### src/qmr_pkg.sv
// package: register map, field layout and reset values of the region slice
package qmr_pkg;
	// bus geometry
	localparam int ADDR_W      = 12;
	localparam int NUM_REGIONS = 16;
	localparam int NUM_QUEUES  = 96;
	localparam int PEND_WORDS  = 6;
	// flat register byte addresses
	localparam logic [11:0] OFS_LINK1_BASE_HIGH = 12'h000;
	localparam logic [11:0] OFS_PENDING_WORD0   = 12'h004;
	// region block: base + 16 * region + 4 * word
	localparam logic [3:0]  REGION_PAGE         = 4'h1;
	localparam logic [1:0]  SUB_BASE_LOW        = 2'h0;
	localparam logic [1:0]  SUB_BASE_HIGH       = 2'h1;
	localparam logic [1:0]  SUB_CONFIG_A        = 2'h2;
	localparam logic [1:0]  SUB_CONFIG_B        = 2'h3;
	// field positions and writable masks
	localparam int DESC_CODE_LSB  = 8;
	localparam int DESC_CODE_MSB  = 11;
	localparam int REG_SIZE_LSB   = 0;
	localparam int REG_SIZE_MSB   = 2;
	localparam int START_IDX_MSB  = 13;
	localparam logic [15:0] CONFIG_A_MASK = 16'h0f07;
	localparam logic [15:0] CONFIG_B_MASK = 16'h3fff;
	localparam logic [3:0]  DESC_CODE_MAX      = 4'h8;
	// decoded sizes
	localparam logic [13:0] DESC_BYTES_MIN = 14'h0020;
	localparam logic [12:0] REG_COUNT_MIN  = 13'h0020;
	// reset values
	localparam logic [15:0] RESET_WORD = 16'h0000;
	// responses
	localparam logic [1:0] RESP_OKAY   = 2'b00;
	localparam logic [1:0] RESP_SLVERR = 2'b10;
	// full 16-bit word needs both low byte lanes
	localparam logic [1:0] WORD_STRB   = 2'b11;
endpackage

### src/qmr_regs.sv
// module: queue manager region and pending register slice, AXI4-Lite slave
//
// Contract
// - writable upper half of link region 1 base
// - six read-only pending words, sixteen queues each
// - only full 16-bit word accesses accepted
// - sixteen descriptor regions, each with base
// - region base split into low, high words
// - region holds count descriptors of one size
// - two config words per region, mixed access
// - descriptor size code bits 11:8, 32..8K
// - region size code bits 2:0, 32..4K
// - start index bits 13:0 in config b
`timescale 1ns/1ns
module qmr_regs (
	input  wire logic                         CLK,
	input  wire logic                         RST_N,
	input  wire logic [qmr_pkg::ADDR_W-1:0]   S_AXI_AWADDR,
	input  wire logic                         S_AXI_AWVALID,
	output logic                              S_AXI_AWREADY,
	input  wire logic [31:0]                  S_AXI_WDATA,
	input  wire logic [3:0]                   S_AXI_WSTRB,
	input  wire logic                         S_AXI_WVALID,
	output logic                              S_AXI_WREADY,
	output logic [1:0]                        S_AXI_BRESP,
	output logic                              S_AXI_BVALID,
	input  wire logic                         S_AXI_BREADY,
	input  wire logic [qmr_pkg::ADDR_W-1:0]   S_AXI_ARADDR,
	input  wire logic                         S_AXI_ARVALID,
	output logic                              S_AXI_ARREADY,
	output logic [31:0]                       S_AXI_RDATA,
	output logic [1:0]                        S_AXI_RRESP,
	output logic                              S_AXI_RVALID,
	input  wire logic                         S_AXI_RREADY,
	input  wire logic [qmr_pkg::NUM_QUEUES-1:0] QUEUE_PENDING,
	input  wire logic [3:0]                   REGION_SEL,
	output logic [15:0]                       LINK1_BASE_HIGH,
	output logic [31:0]                       REGION_BASE,
	output logic [13:0]                       DESC_BYTES,
	output logic                              DESC_CODE_RESERVED,
	output logic [12:0]                       REGION_DESC_COUNT,
	output logic [13:0]                       REGION_START_INDEX
);
	import qmr_pkg::*;

	typedef struct packed {
		logic                  aw_hold;
		logic [ADDR_W-1:0]     aw_addr;
		logic                  w_hold;
		logic [31:0]           w_data;
		logic [3:0]            w_strb;
		logic                  bvalid;
		logic [1:0]            bresp;
		logic                  rvalid;
		logic [31:0]           rdata;
		logic [1:0]            rresp;
		logic [15:0]           link1_hi;
		logic [NUM_REGIONS-1:0][15:0] base_lo;
		logic [NUM_REGIONS-1:0][15:0] base_hi;
		logic [NUM_REGIONS-1:0][15:0] cfg_a;
		logic [NUM_REGIONS-1:0][15:0] cfg_b;
		logic [31:0]           reg_base;
		logic [13:0]           desc_bytes;
		logic                  size_bad;
		logic [12:0]           desc_count;
		logic [13:0]           start_idx;
	} qmr_state_s;

	qmr_state_s st;
	qmr_state_s next_st;

	// ------------------------------------------------------------
	// handshake outputs
	// ------------------------------------------------------------
	// address and data taken in either order, one write at a time
	assign S_AXI_AWREADY = !st.aw_hold && !st.bvalid;
	assign S_AXI_WREADY  = !st.w_hold && !st.bvalid;
	assign S_AXI_ARREADY = !st.rvalid;
	assign S_AXI_BVALID  = st.bvalid;
	assign S_AXI_BRESP   = st.bresp;
	assign S_AXI_RVALID  = st.rvalid;
	assign S_AXI_RDATA   = st.rdata;
	assign S_AXI_RRESP   = st.rresp;
	// dma-facing side, all straight from flops
	assign LINK1_BASE_HIGH    = st.link1_hi;
	assign REGION_BASE        = st.reg_base;
	assign DESC_BYTES         = st.desc_bytes;
	assign DESC_CODE_RESERVED = st.size_bad;
	assign REGION_DESC_COUNT  = st.desc_count;
	assign REGION_START_INDEX = st.start_idx;

	// ------------------------------------------------------------
	// next state
	// ------------------------------------------------------------
	// write commit, read decode and region lookup in one pass
	always_comb begin
		logic [ADDR_W-1:0] wa;
		logic [ADDR_W-1:0] ra;
		logic [3:0]        wr_r;
		logic [3:0]        rd_r;
		logic [15:0]       wd;
		logic [3:0]        dcode;
		logic [2:0]        scode;
		logic              ok;
		logic [2:0]        pidx;
		next_st = st;
		wa    = st.aw_addr;
		ra    = S_AXI_ARADDR;
		wr_r  = wa[7:4];
		rd_r  = ra[7:4];
		wd    = st.w_data[15:0];
		dcode = 4'h0;
		scode = 3'h0;
		ok    = 1'b0;
		pidx  = 3'h0;

		if (S_AXI_AWVALID && S_AXI_AWREADY) begin
			next_st.aw_hold = 1'b1;
			next_st.aw_addr = S_AXI_AWADDR;
		end
		if (S_AXI_WVALID && S_AXI_WREADY) begin
			next_st.w_hold = 1'b1;
			next_st.w_data = S_AXI_WDATA;
			next_st.w_strb = S_AXI_WSTRB;
		end
		if (st.bvalid && S_AXI_BREADY) begin
			next_st.bvalid = 1'b0;
		end

		// commit once both halves are held; partial lanes are refused
		if (st.aw_hold && st.w_hold && !st.bvalid) begin
			next_st.aw_hold = 1'b0;
			next_st.w_hold  = 1'b0;
			next_st.bvalid  = 1'b1;
			ok = (st.w_strb[1:0] == WORD_STRB);
			if (!ok) begin
				ok = 1'b0;
			end else if (wa == OFS_LINK1_BASE_HIGH) begin
				next_st.link1_hi = wd;
			end else if (wa[11:8] == REGION_PAGE && wa[1:0] == 2'b00) begin
				if (wa[3:2] == SUB_BASE_LOW) begin
					next_st.base_lo[wr_r] = wd;
				end else if (wa[3:2] == SUB_BASE_HIGH) begin
					next_st.base_hi[wr_r] = wd;
				end else if (wa[3:2] == SUB_CONFIG_A) begin
					// reserved bits stay zero
					next_st.cfg_a[wr_r] = wd & CONFIG_A_MASK;
				end else begin
					next_st.cfg_b[wr_r] = wd & CONFIG_B_MASK;
				end
			end else begin
				ok = 1'b0; // pending words and holes refuse writes
			end
			next_st.bresp = ok ? RESP_OKAY : RESP_SLVERR;
		end

		if (st.rvalid && S_AXI_RREADY) begin
			next_st.rvalid = 1'b0;
		end
		// read data latched at acceptance, upper half reads zero
		if (S_AXI_ARVALID && S_AXI_ARREADY) begin
			next_st.rvalid = 1'b1;
			next_st.rresp  = RESP_OKAY;
			next_st.rdata  = 32'h0000_0000;
			pidx = 3'(ra[4:2] - 3'h1);
			if (ra == OFS_LINK1_BASE_HIGH) begin
				next_st.rdata[15:0] = st.link1_hi;
			end else if (ra[11:5] == 7'h00 && ra[1:0] == 2'b00
					&& pidx < 3'(PEND_WORDS)) begin
				// word k carries queues 16k+15..16k
				next_st.rdata[15:0] = QUEUE_PENDING[16*pidx +: 16];
			end else if (ra[11:8] == REGION_PAGE && ra[1:0] == 2'b00) begin
				if (ra[3:2] == SUB_BASE_LOW) begin
					next_st.rdata[15:0] = st.base_lo[rd_r];
				end else if (ra[3:2] == SUB_BASE_HIGH) begin
					next_st.rdata[15:0] = st.base_hi[rd_r];
				end else if (ra[3:2] == SUB_CONFIG_A) begin
					next_st.rdata[15:0] = st.cfg_a[rd_r];
				end else begin
					next_st.rdata[15:0] = st.cfg_b[rd_r];
				end
			end else begin
				next_st.rresp = RESP_SLVERR;
			end
		end

		// region lookup for the dma side, one cycle behind the select
		dcode = st.cfg_a[REGION_SEL][DESC_CODE_MSB:DESC_CODE_LSB];
		scode = st.cfg_a[REGION_SEL][REG_SIZE_MSB:REG_SIZE_LSB];
		next_st.reg_base = {st.base_hi[REGION_SEL],
			st.base_lo[REGION_SEL]};
		// reserved size codes give zero bytes and a flag
		next_st.size_bad   = dcode > DESC_CODE_MAX;
		next_st.desc_bytes = next_st.size_bad ? 14'h0000
			: DESC_BYTES_MIN << dcode;
		next_st.desc_count = REG_COUNT_MIN << scode;
		next_st.start_idx  =
			st.cfg_b[REGION_SEL][START_IDX_MSB:0];
	end

	// ------------------------------------------------------------
	// state register
	// ------------------------------------------------------------
	// every register clears to zero, regions start unconfigured
	always_ff @(posedge CLK or negedge RST_N) begin
		if (!RST_N) begin
			st <= '0;
		end else begin
			st <= next_st;
		end
	end

	logic [11:0] ast_wa;
	assign ast_wa = st.aw_addr;
endmodule

### config.mk
export PLATFORM = sky130hd
export DESIGN_NAME = qmr_regs
export DESIGN_NICKNAME = d
export VERILOG_FILES = /design/src/qmr_pkg.sv /design/src/qmr_regs.sv
export SDC_FILE = /design/constraint.sdc
export NUM_CORES = 2
export LEC_CHECK = 0
export ABC_CLOCK_PERIOD_IN_PS = 2400
export BUFFER_PORTS_ARGS = -buffer_cell sky130_fd_sc_hd__buf_2
export CAP_MARGIN = 20
export CORE_MARGIN = 5
export CORE_UTILIZATION = 45
export CTS_CLUSTER_DIAMETER = 40
export DETAILED_ROUTE_END_ITERATION = 8
export PLACE_DENSITY = 0.6
export RECOVER_POWER = 100
export SKIP_LAST_GASP = 1
export SLEW_MARGIN = 20
export SYNTH_ARGS = -nofsm -noshare
export SYNTH_HDL_FRONTEND = slang
export SYNTH_SLANG_ARGS = --single-unit
### constraint.sdc
create_clock -name CLK -period 2.4 [get_ports CLK]
set_input_delay 0.24 -clock CLK [delete_from_list [all_inputs] [get_ports CLK]]
set_output_delay 0.24 -clock CLK [all_outputs]
set_load 0.05 [all_outputs]
== Yosys cells after proc, flatten, opt, wreduce, memory -nomap -nowiden ==
Cells that the tools add are included.

* Register bits: 1186
* Bits in latches: 0
* Memory bits (writable): 0
* ROM bits: 0
* Input port bits: 167
* Output and inout bits: 131
* Word-level logic and storage cells: 180
* Memories: 0

* $add $sub $neg: 1
* $mul: 0
* Div/mod/pow operators: 0
* Magnitude comparators: 6
* Eq/ne operators: 7
* Shifts and indexed selects: 3
* Muxes and demuxes: 45
* Bitwise logic cells: 4
* Reduce and logical (&&, ||, !) cells: 34

{| class="wikitable"
|+ Operator list
! cell !! number
|-
| 256-bit bitwise mux || 4
|-
| 16-bit binary-select mux with 4-bit select || 8
|-
| 16-bit 2-to-1 mux || 13
|-
| 96-bit by 8-bit indexed part select with 16-bit output || 1
|-
| 16-bit demux with 4-bit select || 1
|-
| 37-bit 2-to-1 mux || 1
|-
| 35-bit 2-to-1 mux || 1
|-
| 14-bit 2-to-1 mux || 2
|-
| 12-bit zero test || 2
|-
| 4-bit by 5-bit < comparator with 1-bit output, second input constant || 3
|-
| 1-bit logical AND || 14
|-
| 7-bit AND reduction || 2
|-
| 6-bit by 4-bit left shift with 14-bit output, first input constant || 1
|-
| 13-bit 2-to-1 mux || 1
|-
| 6-bit by 3-bit left shift with 13-bit output, first input constant || 1
|-
| 12-bit 2-to-1 mux || 1
|-
| 4-bit by 1-bit == test with 1-bit output, second input constant || 2
|-
| 2-bit zero test || 4
|-
| 1-bit 2-to-1 mux || 8
|-
| 2-bit 2-to-1 mux || 4
|-
| 2-bit nonzero test || 4
|-
| 7-bit zero test || 1
|-
| 2-bit == test, second input constant || 3
|-
| 6-bit AND reduction || 1
|-
| other kinds (10) || 17
|}

== Depth between registers and ports, before layout ==
* Depth after elaboration: 9
* Depth in mapped cells: 13
* Mapped depth without buffers: 8

== Worst setup path before layout ==
OpenSTA, ideal clock, no wires.

* Path kind: input port to flip-flop
* Start: input port S_AXI_ARADDR[2] in the netlist's numbering
* End: register st, in the netlist S_AXI_RDATA[8]
* Setup time: 132 ps
* Data arrival time: 2676 ps
* Data required time: 2268 ps
* Setup slack: -408 ps
* Cell stages on the path: 12
* Path buffers: 5
* Cell sequence: buf_2 -> buf_2 -> buf_2 -> inv_1 -> ha_1 -> clkbuf_1 -> clkbuf_1 -> mux4_2 -> a22oi_1 -> o311ai_0 -> o21ai_0 -> o31ai_1

* Longest elaborated chain between the ends: 7
* Elaborated cells on any way between the ends: 14
* Classes of those cells: add/sub: 1; order compare: 1; eq/ne: 2; shift: 1; mux: 6; reduce/logical: 3

{| class="wikitable"
|+ RTL lines
! element !! RTL line !! source
|-
| start, declared || qmr_regs.sv:28 || <nowiki>input wire logic [qmr_pkg::ADDR_W-1:0] S_AXI_ARADDR,</nowiki>
|-
| branches (longest 6 deep; another with 3-bit by 1-bit subtractor with 3-bit output) || n/a ||
|-
| 16-bit 2-to-1 mux (*) || qmr_regs.sv:166 || <nowiki>if (ra == OFS_LINK1_BASE_HIGH) begin</nowiki>
|-
| end signal, assigned || qmr_regs.sv:209 || <nowiki>st <= next_st;</nowiki>
|-
| end, declared || qmr_regs.sv:69 || <nowiki>qmr_state_s st;</nowiki>
|}

Every way passes the cells marked *.
A chain may end at the register's enable or synchronous reset.

== Worst setup path in the final report ==
* Start: register st, in the netlist ast_wa[4]
* End: register st[1070] in the netlist's numbering

* Longest elaborated chain between the ends: 5
* Elaborated cells on any way between the ends: 9
* Classes of those cells: order compare: 2; mux: 3; bitwise: 1; reduce/logical: 3

{| class="wikitable"
|+ RTL lines
! element !! RTL line !! source
|-
| 4-bit by 5-bit < comparator with 1-bit output (not written as such) / 4-bit by 1-bit greater-or-equal comparator with 1-bit output (equally long branches) || qmr_regs.sv:142 || <nowiki>next_st.base_lo[wr_r] = wd;</nowiki>
|-
| 1-bit logical AND (not written as such) || qmr_regs.sv:142 ||
|-
| 16-bit 2-to-1 mux (not written as such) || qmr_regs.sv:142 ||
|-
| 16-bit demux with 4-bit select || qmr_regs.sv:142 ||
|-
| 256-bit bitwise mux || qmr_regs.sv:142 ||
|}

Parallel ways exist; a longest one is shown, timed or not.

==> flow_summary.ini <==
[status]
status = completed

[worst_setup_path]
critPathBufInv = 1
regToRegStartpoint = ast_wa[4]
cp-start-kind = register
path_depth = 5
endpoint_kind = register
crit_start = ast_wa[4]
rr_worst_depth = 5
arrival_ns = 3.00
critPathKind = reg2reg
cp.required_ns = 3.01
r2r_setup_slack_ns = 0.01
cp_max_fo = 8
path_cells = nor2b_1, nand3_1, nor2_4, buf_12, mux2_2
slowest_stage = dfrtp_1
crit_end = st[1070]
slowest_delay_ns = 0.58
cp_top_family = simple AND/OR/NAND/NOR gates
r2r-end = st[1070]

[yosys]
synthSimpleGateAreaFrac_pct = 3.62
synth_compound_area_share_pct = 2.83
async_reset_ff_share_pct = 100
synth_top_area_share_pct = 47.2
synth_top_cell_by_area = dfrtp_1
synth_common_cells = dfrtp_1, mux2_2, mux4_2
synth_top_cells_by_area = dfrtp_1, mux4_2, mux2_2
postSynthAreaPerCell_sq_um = 14.8
synth_top_family_by_area = multiplexers
yosys-mux-area-fraction_pct = 41.4
ys_seq_area_share_pct = 47.2
yosysMostFrequentCell = dfrtp_1
yosysUniqueCellTypes = 70
synth_area_sq_um = 51900
yosys.area_share.adder_pct = 0.0723
synth_edf_count = 0
synth_xor_area_share_pct = 0.0169
ys_ff_latch = 980
yosysWarnings = 0
synth_cells = 3508
ys.flop_type = dfrtp_1

[detailed_routing]
dr_total_vias = 34264
wl_per_cell_microns = 29.6
drc = 0
drt_iter0_drc = 3147
wl_mm = 165
final_antenna_net_count = 0
drtPass1Iterations = 5
vias_per_cell = 6.12

[timing]
worst_clock_skew_ns = 0.0397
setup-violations-final = 0
fin_crit_ns = 2.39
tightest_slew_ns = 1.26
whs_ns = 0.0641
rsz0062_at_grt = yes
slew_headroom_pct = 15.9
finalHoldViolCount = 0
max_freq_mhz = 419
slew_violations = 0
setup_tns_ns = 0
period_share_pct = 99.5

[placement]
dpl-instance-area_sq_um = 57400
gp_congestion = 0.840
portBuffers = 251
hpwl_mm = 113

[clocking]
clk_pin_slew_worst_paths_ns = 0.05
cts-buffers-inserted = 156
root_buffer = clkbuf_16
numClockSinks = 980
clkLatencyLatePin_ns = 0.76
cts_tree = done
clockBufferDepth = 3
h-tree-depth = 4

[floorplanning]
core_area_sq_um = 115000
initial_core_util_pct = 45.3
dieArea_sq_um = 122000
die_w_microns = 350
io-pin-count = 298
rows = 124
fp.dieH_microns = 350

[run]
cap_violations = 0

[global_routing]
grt_use_met3_pct = 5.89
grt_usage_pct = 27.2
grt_overflow_total = 0
grt_pass1_vias = 35278
busiest_layer = met2
use_met2_pct = 42.6
grt_pass1_wl_mm = 246
grt_use_met1_pct = 38.6
grt_max_degree = 99
antenna_found_initial = 10

[pwr]
p_leak_uw = 0.0294
seq_power_share_pct = 36.8
comb_power_share_pct = 15.1
total_power_uw = 48700
ir_drop_uv = 935
pwr-share-clk_pct = 48.1
p_int_uw = 34000
power.density_nw_per_um2 = 772
p_sw_share_pct = 30.3
switching_power_uw = 14800

[layout]
regArea_sq_um = 24500
fill_cells = 9346
post-route-util_pct = 55.1
fin_area_sq_um = 63100
drive_gt1_share_pct = 49.4
multi_input_area_sq_um = 25100
diodes = 0
layout.nets = 4119
area_growth_pct = 21.6

[hold_path]
hold_depth = 4
hold_path.class = in2reg
-- registers in the layout, summed over array words and instances (netlist names), 8 cells and up --
signal and count:
REGION_DESC_COUNT 8, LINK1_BASE_HIGH 16, st 868, REGION_BASE 32, ast_wa 12, REGION_START_INDEX 14, DESC_BYTES 9, S_AXI_RDATA 16
-- worst register-to-register path: stages, from the launching register on --
cell,delay (ns)
dfrtp_1,0.58
nor2b_1,0.37
nand3_1,0.39
nor2_4,0.35
buf_12,0.20
mux2_2,0.35
-- through the flow --
| stage | cells | worst slack [ns] |
|---|---|---|
| after floorplan | 3535 | 0.00950 |
| after global placement | 5253 | -0.877 |
| after detailed placement | 5253 | -0.937 |
| after CTS | 5592 | -0.0270 |
| after global routing | 5596 | -0.0484 |
| final | 5596 | 0.0117 |
-- power by group through the flow --
stage	sequential (uW)	combinational (uW)	clock, uW
global route	18000	7690	24600
floorplan	17600	4110	0
detailed placement	18200	7270	0
CTS	17900	7400	23800
finish	17900	7350	23500
global placement	18200	7250	0
-- layout by cell type, fill, tap and decap left out, drive strengths merged, types with 37 or more instances in the layout --
master	instances
nand3	52
dlygate4sd3	38
a22oi	45
mux4	426
dfrtp	980
nand2	114
mux2	902
nor2	103
clkinv	42
buf	510
mux2i	169
o21ai	47
a21oi	37
clkbuf	341
-- kinds of logic (layout without fill, tap and decap cells) --
family          Yosys count  after routing
mux                    1497           1497
flops                   980            980
buf+inv                 451           1000
simple gates            354            354
compound gates          221            221
fa+ha+maj                 3              3
other cells               1             28
xor+xnor                  1              1
-- cell type report --
cell class	count	area share, %
clock buffers	196	6.80
inverters	13	0.0773
clock inverters	97	1.99
repair buffers	694	9.55
well taps	1512	3.00
multi-input cells	2104	39.7
flip-flops and latches	980	38.9
-- worst min-delay path by stage --
stage	to	startpoint	slack (ns)
finish	S_AXI_RDATA[15]	S_AXI_ARVALID	0.06
global route	S_AXI_RDATA[13]	S_AXI_ARVALID	0.08
CTS	S_AXI_RDATA[13]	S_AXI_ARVALID	0.007
detailed placement	st[271]	RST_N	0.17
global placement	st[271]	RST_N	0.17
floorplan	DESC_BYTES[10]	RST_N	-0.06
-- per-layer routing --
metal	vias up	part of all wire, %
li1	14169	-
met4	2	2.9
met2	1405	46
met1	18410	43
met5	-	0.0079
met3	278	8.0
-- timing repair --
| item | 4_1_cts | 5_1_grt |
|---|---|---|
| buffers inserted | 7 | 2 |
| hold endpoints to repair | 654 | 0 |
| endpoints found under the setup margin | 103 | 558 |
| pin swaps | 7 | 4 |
| cloned | 1 | 2 |
| hold buffers | 38 | 0 |
| resized for setup | 9 | 13 |
Note: power is estimated with default switching activity, not from simulation.
